===== config.mk =====
export PLATFORM = sky130hd
export DESIGN_NAME = csfp_slave_sync_flat
export DESIGN_NICKNAME = d
export VERILOG_FILES = /design/src/hw/csfp_pkg.sv /design/src/hw/csfp_link_if.sv /design/src/hw/csfp_slave_sync.sv /design/src/flat_wrapper.sv
export SDC_FILE = /design/constraint.sdc
export NUM_CORES = 1
export LEC_CHECK = 0
export BUFFER_PORTS_ARGS = -buffer_cell sky130_fd_sc_hd__buf_2
export CORE_MARGIN = 5
export CORE_UTILIZATION = 55
export DETAILED_ROUTE_END_ITERATION = 10
export PLACE_DENSITY = 0.92
export SLEW_MARGIN = 20
export SYNTH_ARGS = -nofsm -noshare
export SYNTH_HDL_FRONTEND = slang
export SYNTH_SLANG_ARGS = --single-unit

===== constraint.sdc =====
create_clock -name aclk -period 6.83 [get_ports aclk]
set_input_delay 0 -clock aclk [delete_from_list [all_inputs] [get_ports aclk]]
set_output_delay 0 -clock aclk [all_outputs]
set_load 0.005 [all_outputs]

===== src/hw/csfp_pkg.sv =====
// Shared constants and link record for cadence sync and mobile frame tracking
package csfp_pkg;
    localparam int unsigned P_W = 10;
    localparam int unsigned F_W = 5;
    localparam int unsigned M_W = 14;
    localparam int unsigned T_W = 12;
    localparam int unsigned NTIERS = 4;
    localparam logic [P_W-1:0] FRM_PKTS = 10'h270;
    localparam logic [P_W-1:0] FRM_LAST = 10'h26F;
    localparam logic [P_W-1:0] MH_OFS = 10'h025;
    localparam logic [P_W-1:0] PERIOD_IDX = 10'h24B;
    localparam logic [F_W-1:0] FRAME_LAST = 5'h13;
    localparam logic [14:0] MHF_PKTS = 15'h30C0;
    localparam logic [M_W-1:0] MHF_LAST = 14'h30BF;
    localparam logic [T_W-1:0] TR_SEED = 12'hA53;
    localparam logic [T_W-1:0] TR_TAPS = 12'h829;
    localparam logic [3:0] ADDR_CTRL = 4'h0;
    localparam logic [3:0] ADDR_OFS = 4'h4;
    localparam logic [3:0] ADDR_STAT = 4'h8;
    localparam logic [1:0] RESP_OKAY = 2'h0;
    localparam logic [1:0] RESP_SLVERR = 2'h2;
    localparam logic [31:0] CTRL_RST = 32'h0000_0000;
    localparam logic [31:0] OFS_RST = 32'h0000_0000;
    localparam int unsigned CTRL_EN = 0;
    localparam int unsigned CTRL_TIER = 1;
    localparam int unsigned CTRL_MODE = 3;
    localparam int unsigned CTRL_POS = 5;
    localparam int unsigned OFS_UNIT = 16;

    typedef struct packed {
        logic           pkt_valid;
        logic           ctrl_valid;
        logic [P_W-1:0] pkt_num;
        logic [F_W-1:0] frame_num;
        logic [1:0]     tier;
        logic [7:0]     unit_id;
        logic [15:0]    time_offset;
        logic [31:0]    release_stamp;
        logic [T_W-1:0] trellis;
        logic           trellis_par;
        logic           fss_valid;
        logic [1:0]     fss_mode;
        logic           side_mhf;
    } csfp_link_s;
endpackage


===== src/hw/csfp_link_if.sv =====
// Packet stream link between adapter and slave synchronizer
`timescale 1ns/1ns
`default_nettype none
interface csfp_link_if
    import csfp_pkg::*;
(
    input wire logic aclk
);
    csfp_link_s bus;

    modport adapter (input aclk, output bus);
    modport device (input aclk, input bus);
endinterface
`default_nettype wire


===== src/hw/csfp_slave_sync.sv =====
// Slave synchronizer end: cadence, frame boundary, trellis and mode tracking
`timescale 1ns/1ns
`default_nettype none
module csfp_slave_sync
    import csfp_pkg::*;
(
    input  wire logic       aclk,
    input  wire logic       aresetn,
    input  wire logic       ce,
    csfp_link_if.device     lnk,
    input  wire logic [1:0] own_tier,
    input  wire logic [7:0] own_unit,
    input  wire logic       use_side,
    output logic            fss_insert,
    output logic            proc_restart,
    output logic            period_start,
    output logic            mhf_start,
    output logic            locked,
    output logic            mhf_locked,
    output logic [P_W-1:0]  prev_csp_dist,
    output logic [P_W-1:0]  next_csp_dist,
    output logic [M_W-1:0]  prev_mhf_dist,
    output logic [M_W-1:0]  next_mhf_dist,
    output logic            trellis_load,
    output logic [T_W-1:0]  trellis_state,
    output logic            trellis_err,
    output logic [1:0]      out_mode,
    output logic [15:0]     emit_offset,
    output logic [31:0]     csp_release
);
    logic           lock_q;
    logic           mlock_q;
    logic [P_W-1:0] lp_q;
    logic [M_W-1:0] mp_q;
    logic           fss_q;
    logic           restart_q;
    logic           period_q;
    logic           mhf_q;
    logic [P_W-1:0] prev_csp_q;
    logic [P_W-1:0] next_csp_q;
    logic [M_W-1:0] prev_mhf_q;
    logic [M_W-1:0] next_mhf_q;
    logic           tr_pend_q;
    logic [T_W-1:0] tr_hold_q;
    logic           tr_load_q;
    logic [T_W-1:0] tr_state_q;
    logic           tr_err_q;
    logic [1:0]     mode_q;
    logic [15:0]    emit_q;
    logic [31:0]    stamp_q;
    logic [31:0]    release_q;

    csfp_link_s     b;
    assign b = lnk.bus;

    // Packet beat and own-tier control packet selection
    wire            rx       = ce & b.pkt_valid;
    wire            accept   = rx & b.ctrl_valid & (b.tier == own_tier);
    wire            par_ok   = ~^{b.trellis, b.trellis_par};
    wire            unit_hit = rx & b.ctrl_valid & (b.unit_id == own_unit);

    // Cadence position of the current packet
    wire [P_W-1:0]  idx_inc  = (lp_q == FRM_LAST) ? '0 : lp_q + 10'h001;
    wire [P_W-1:0]  idx      = accept ? b.pkt_num : idx_inc;
    wire            lock_d   = lock_q | accept;
    wire            slip     = accept & lock_q & (b.pkt_num != idx_inc);
    wire            csp_now  = lock_d & (idx == '0);
    wire            per_now  = lock_d & (idx == PERIOD_IDX);

    // Cadence distances around the carrying packet
    wire [P_W-1:0]  csp_prev = b.pkt_num;
    wire [P_W-1:0]  csp_next = FRM_PKTS - b.pkt_num;

    // Mobile frame position from packet and frame index
    wire [14:0]     mh_sum   = 15'(b.frame_num) * 15'(FRM_PKTS)
                               + 15'(b.pkt_num) + 15'(MH_OFS);
    wire [M_W-1:0]  mh_mod   = (mh_sum >= MHF_PKTS) ? M_W'(mh_sum - MHF_PKTS)
                                                    : mh_sum[M_W-1:0];
    wire [M_W-1:0]  mh_next  = M_W'(MHF_PKTS - 15'(mh_mod));
    wire [M_W-1:0]  mp_inc   = (mp_q == MHF_LAST) ? '0 : mp_q + 14'h0001;
    wire [M_W-1:0]  mp_ctl   = accept ? mh_mod : mp_inc;
    wire [M_W-1:0]  mp_side  = b.side_mhf ? '0 : mp_inc;
    wire [M_W-1:0]  mpos     = use_side ? mp_side : mp_ctl;
    wire            mlock_d  = mlock_q | (use_side ? b.side_mhf : accept);
    wire            mhf_now  = mlock_d & (mpos == '0);

    // Trellis load source at a cadence point
    wire            csp_beat = rx & csp_now;
    wire            tr_good  = accept & par_ok;
    wire            tr_old   = csp_beat & tr_pend_q & ~tr_good;
    wire            tr_new   = csp_beat & tr_good;

    assign fss_insert    = fss_q;
    assign proc_restart  = restart_q;
    assign period_start  = period_q;
    assign mhf_start     = mhf_q;
    assign locked        = lock_q;
    assign mhf_locked    = mlock_q;
    assign prev_csp_dist = prev_csp_q;
    assign next_csp_dist = next_csp_q;
    assign prev_mhf_dist = prev_mhf_q;
    assign next_mhf_dist = next_mhf_q;
    assign trellis_load  = tr_load_q;
    assign trellis_state = tr_state_q;
    assign trellis_err   = tr_err_q;
    assign out_mode      = mode_q;
    assign emit_offset   = emit_q;
    assign csp_release   = release_q;

    // Position counters
    always_ff @(posedge aclk) begin
        if (!aresetn) begin
            lock_q  <= 1'b0;
            mlock_q <= 1'b0;
            lp_q    <= '0;
            mp_q    <= '0;
        end else if (rx) begin
            lock_q  <= lock_d;
            mlock_q <= mlock_d;
            lp_q    <= idx;
            mp_q    <= mpos;
        end
    end

    // Cadence and boundary strobes, one cycle each
    always_ff @(posedge aclk) begin
        if (!aresetn) begin
            fss_q     <= 1'b0;
            restart_q <= 1'b0;
            period_q  <= 1'b0;
            mhf_q     <= 1'b0;
        end else if (ce) begin
            fss_q     <= rx & csp_now;
            restart_q <= rx & (csp_now | slip);
            period_q  <= rx & per_now;
            mhf_q     <= rx & mhf_now;
        end
    end

    // Distances seen from the last own-tier control packet
    always_ff @(posedge aclk) begin
        if (!aresetn) begin
            prev_csp_q <= '0;
            next_csp_q <= '0;
            prev_mhf_q <= '0;
            next_mhf_q <= '0;
        end else if (accept) begin
            prev_csp_q <= csp_prev;
            next_csp_q <= csp_next;
            prev_mhf_q <= mh_mod;
            next_mhf_q <= mh_next;
        end
    end

    // Trellis reference held until the next cadence point
    always_ff @(posedge aclk) begin
        if (!aresetn) begin
            tr_pend_q <= 1'b0;
            tr_hold_q <= '0;
            tr_err_q  <= 1'b0;
        end else if (ce) begin
            if (accept) tr_err_q <= ~par_ok;
            if (tr_good) begin
                tr_pend_q <= ~csp_now;
                tr_hold_q <= b.trellis;
            end else if (csp_beat) begin
                tr_pend_q <= 1'b0;
            end
        end
    end

    // Trellis load at the cadence point
    always_ff @(posedge aclk) begin
        if (!aresetn) begin
            tr_load_q  <= 1'b0;
            tr_state_q <= '0;
        end else if (ce) begin
            tr_load_q <= tr_old | tr_new;
            if (tr_old) begin
                tr_state_q <= tr_hold_q;
            end else if (tr_new) begin
                tr_state_q <= b.trellis;
            end
        end
    end

    // Mode and emission offset
    always_ff @(posedge aclk) begin
        if (!aresetn) begin
            mode_q <= 2'h0;
            emit_q <= 16'h0000;
        end else if (ce) begin
            if (rx & b.fss_valid) mode_q <= b.fss_mode;
            if (unit_hit) emit_q <= b.time_offset;
        end
    end

    // Release stamp of the next cadence point
    always_ff @(posedge aclk) begin
        if (!aresetn) begin
            stamp_q   <= 32'h0000_0000;
            release_q <= 32'h0000_0000;
        end else if (ce) begin
            if (accept) stamp_q <= b.release_stamp;
            if (csp_beat) begin
                release_q <= accept ? b.release_stamp : stamp_q;
            end
        end
    end
endmodule
`default_nettype wire


===== src/flat_wrapper.sv =====
// flat-port wrapper written by rule: the top's interface ports become plain ports
module csfp_slave_sync_flat import csfp_pkg::*;
  (aclk, aresetn, ce, own_tier, own_unit, use_side, fss_insert, proc_restart, period_start, mhf_start, locked, mhf_locked, prev_csp_dist, next_csp_dist, prev_mhf_dist, next_mhf_dist, trellis_load, trellis_state, trellis_err, out_mode, emit_offset, csp_release, lnk_bus);
  csfp_link_if lnk_i (.aclk(aclk));
  input  wire logic aclk;
  input  wire logic aresetn;
  input  wire logic ce;
  input  wire logic [1:0] own_tier;
  input  wire logic [7:0] own_unit;
  input  wire logic use_side;
  output logic fss_insert;
  output logic proc_restart;
  output logic period_start;
  output logic mhf_start;
  output logic locked;
  output logic mhf_locked;
  output logic [P_W-1:0] prev_csp_dist;
  output logic [P_W-1:0] next_csp_dist;
  output logic [M_W-1:0] prev_mhf_dist;
  output logic [M_W-1:0] next_mhf_dist;
  output logic trellis_load;
  output logic [T_W-1:0] trellis_state;
  output logic trellis_err;
  output logic [1:0] out_mode;
  output logic [15:0] emit_offset;
  output logic [31:0] csp_release;
  input wire logic [$bits(lnk_i.bus)-1:0] lnk_bus;
  assign lnk_i.bus = lnk_bus;
  csfp_slave_sync u_core (.aclk(aclk), .aresetn(aresetn), .ce(ce), .lnk(lnk_i), .own_tier(own_tier), .own_unit(own_unit), .use_side(use_side), .fss_insert(fss_insert), .proc_restart(proc_restart), .period_start(period_start), .mhf_start(mhf_start), .locked(locked), .mhf_locked(mhf_locked), .prev_csp_dist(prev_csp_dist), .next_csp_dist(next_csp_dist), .prev_mhf_dist(prev_mhf_dist), .next_mhf_dist(next_mhf_dist), .trellis_load(trellis_load), .trellis_state(trellis_state), .trellis_err(trellis_err), .out_mode(out_mode), .emit_offset(emit_offset), .csp_release(csp_release));
endmodule

==> results.sh <==
export IMPL_power_density_nw_per_um2=265
export IMPL_drtAntennaViolNets=0
export IMPL_reg2reg_slack_ns=3.49
export IMPL_grt_overflow_total=0
export IMPL_synthCells=1207
export IMPL_seq_area_frac_synth=0.370
export IMPL_synth_cell_types=75
export IMPL_tightest_slew_ns=1.09
export IMPL_fin_skew_ns=0.00707
export IMPL_core_um2=17900
export IMPL_vias=9888
export IMPL_grt_max_degree=82
export IMPL_post_route_period_util=0.802
export IMPL_synth_largest_area_cell="dfxtp_1"
export IMPL_setup_violations=0
export IMPL_num_io_pins=224
export IMPL_cts_sinks=184
export IMPL_place_ws_ns=0.994
export IMPL_die_area_um2=20900
export IMPL_drc=0
export IMPL_antenna_found_initial=1
export IMPL_hold_viol_final=0
export IMPL_die_h_um=145
export IMPL_synth_enable_flop_cells=0
export IMPL_r2r_end="u_core.csp_release[1]$_SDFFE_PN0P_"
export IMPL_fillers=1316
export IMPL_clk_pin_slew_worst_paths_ns=0.07
export IMPL_hold_start="use_side"
export IMPL_critPathKind="in -> reg"
export IMPL_synthTopCellsByArea="dfxtp_1 (37%), nand2_1 (7.1%), mux2i_1 (6.5%)"
export IMPL_ys_async_sr_fraction=0
export IMPL_grt_pass1_wl_um=47200
export IMPL_syn_to_final_growth_pct=25.7
export IMPL_reg2reg_depth=10
export IMPL_detail_route_wl_per_cell_um=17.6
export IMPL_synth_most_common_cell="nand2_1"
export IMPL_rsz0062_at_grt="false"
export IMPL_ys_warn_count=0
export IMPL_p_leak_uw=0.00568
export IMPL_initialDrtViolationCount=944
export IMPL_grtUsageTotal=0.278
export IMPL_required_ns=7.17
export IMPL_grtUsageMet1=0.352
export IMPL_ir_worst_vdd_mv=0.208
export IMPL_final_nets=1611
export IMPL_dr_pass1_iters=10
export IMPL_fin_ws_ns=1.35
export IMPL_netlist_area_leader_share=0.370
export IMPL_root_buffer="clkbuf_16"
export IMPL_regToRegStartpoint="u_core.lp_q[4]$_SDFFE_PN0P_"
export IMPL_globalRouteMet3Util=0.0579
export IMPL_crit_end="u_core.mhf_start$_SDFFE_PN0P_"
export IMPL_drv_slew=0
export IMPL_clockBufferDepth=2
export IMPL_totalWireLength_um=29900
export IMPL_path_max_fanout=11
export IMPL_yosys_top_cells_count="nand2_1 (187), dfxtp_1 (184), nor2_1 (144)"
export IMPL_min_path_type="in -> reg"
export IMPL_clk_latency_ns=0.43
export IMPL_outcome="completed"
export IMPL_worstHoldPathCells=4
export IMPL_ys_ff_latch=184
export IMPL_end_kind="flip-flop"
export IMPL_max_freq_mhz=183
export IMPL_dp_hpwl_um=19500
export IMPL_htreeDepth=4
export IMPL_grt_pass1_vias=9673
export IMPL_top_usage_layer="met2"
export IMPL_start_util=0.556
export IMPL_setup_tns_ns=0
export IMPL_fin_crit_ns=5.48
export IMPL_cts_buffers=17
export IMPL_place_gp_congestion=0.931
export IMPL_rows=49
export IMPL_cp_start_kind="input pin"
export IMPL_layout_drive_gt1_share=0.196
export IMPL_avgSynthCellArea_um2=8.25
export IMPL_cts_tree="built"
export IMPL_worstSetupStartpoint="lnk_bus[79]"
export IMPL_max_cap_viol_count=0
export IMPL_syn_cell_area_um2=9950
export IMPL_port_buffers=223
export IMPL_arrival_ns=5.82
export IMPL_vias_per_cell=5.81
export IMPL_use_met2=0.470
export IMPL_synthesis_nets=1359
export IMPL_relSlewSlack=0.271
export IMPL_synth_top_flop_cell="dfxtp_1"
export IMPL_die_x_um=145
## layer usage
metal | vias to the layer above | part of all wire
li1 | 4715 | -
met3 | 87 | 0.075
met5 | - | 0
met1 | 4595 | 0.41
met2 | 491 | 0.48
met4 | 0 | 0.034
## registers in the layout, summed over array words and instances, names as in the netlist, 2 cells and up
signal,cells
u_core.csp_release,32
u_core.emit_offset,16
u_core.lp_q,10
u_core.mp_q,14
u_core.next_csp_dist,10
u_core.next_mhf_dist,14
u_core.out_mode,2
u_core.prev_csp_dist,9
u_core.prev_mhf_dist,12
u_core.stamp_q,32
u_core.tr_hold_q,12
u_core.trellis_state,12
## timing repair
item | 4_1_cts | 5_1_grt
hold buffers | 76 | 0
gates resized for setup | 0 | 0
endpoints found under the hold margin | 106 | 0
buffers inserted | 0 | 0
## critical path, stage by stage
cell	delay, ns
buf_2	0.18
inv_1	0.11
fa_1	0.50
inv_1	0.04
ha_1	0.28
ha_1	0.29
ha_1	0.37
o21ai_0	0.30
nor2_1	0.09
a21oi_1	0.14
ha_1	0.25
ha_1	0.43
o311ai_0	0.78
o211ai_2	0.27
a2111oi_4	0.37
a22o_1	0.45
nor2_2	0.12
xor2_1	0.21
a2111o_1	0.45
o31ai_1	0.17
## kinds of logic after synthesis
logic type / count (synthesis) / synth area share
buffers and inverters: 99 / 0.0414
AO/OA/AOI/OAI: 256 / 0.174
AND/OR/NAND/NOR: 474 / 0.213
flip-flops: 184 / 0.370
multiplexers: 65 / 0.0654
XOR/XNOR: 83 / 0.0753
adder cells (fa/ha/maj): 46 / 0.0608
## report_power, final
group / total (µW) / switching, µW / internal (µW)
clock network: 1050 / 445 / 600
logic: 1160 / 719 / 445
registers: 1110 / 16.6 / 1090
total: 3320 / 1180 / 2140
## how the worst min path moves through the flow
stage,endpoint,slack [ns]
2_1_floorplan,u_core.emit_offset[0]$_SDFFE_PN0P_,0.14
3_3_place_gp,u_core.emit_offset[4]$_SDFFE_PN0P_,0.23
3_5_place_dp,u_core.emit_offset[6]$_SDFFE_PN0P_,0.24
4_1_cts,u_core.mp_q[5]$_SDFFE_PN0P_,0.02
5_1_grt,u_core.mp_q[5]$_SDFFE_PN0P_,0.03
6_report,u_core.mp_q[5]$_SDFFE_PN0P_,0.04
## stage by stage
stage	util	cells	hold slack, ns	power [µW]	cell area, µm²
after floorplan	-	1207	0.144	1990	9950
after global placement	0.621	1593	0.227	2210	11100
after detailed placement	0.621	1593	0.238	2230	11100
after CTS	0.698	1701	0.0199	3300	12500
after global routing	0.699	1702	0.0291	3480	12500
final	0.699	1702	0.0371	3320	12500
## final cells by class
cell class | instances | area [µm²] | share of cell area
Antenna cell | 1 | 2.50 | 0.000200
Timing Repair Buffer | 307 | 1940 | 0.155
Inverter | 25 | 96.3 | 0.00770
Tap cell | 229 | 287 | 0.0229
Clock buffer | 20 | 447 | 0.0357
Multi-Input combinational cell | 924 | 5880 | 0.470
Clock inverter | 12 | 183 | 0.0146
Sequential cell | 184 | 3680 | 0.294
## cell usage in the layout, fill, tap and decap left out, drive strengths merged, types with 5 or more instances in the layout
cell / instances
a21o: 9
mux2i: 65
nand4: 17
dfxtp: 184
dlygate4sd3: 76
o211a: 13
o21ai: 42
nor4: 6
nand3: 30
o22ai: 5
nor2: 145
nor2b: 5
o211ai: 10
buf: 231
a21oi: 96
xnor2: 51
nor3b: 15
a31oi: 9
and2: 5
clkbuf: 20
nor3: 36
o21a: 8
nand2: 187
or3: 5
and3: 8
inv: 30
ha: 42
a211oi: 25
xor2: 32
(Power assumes the default switching activity.)
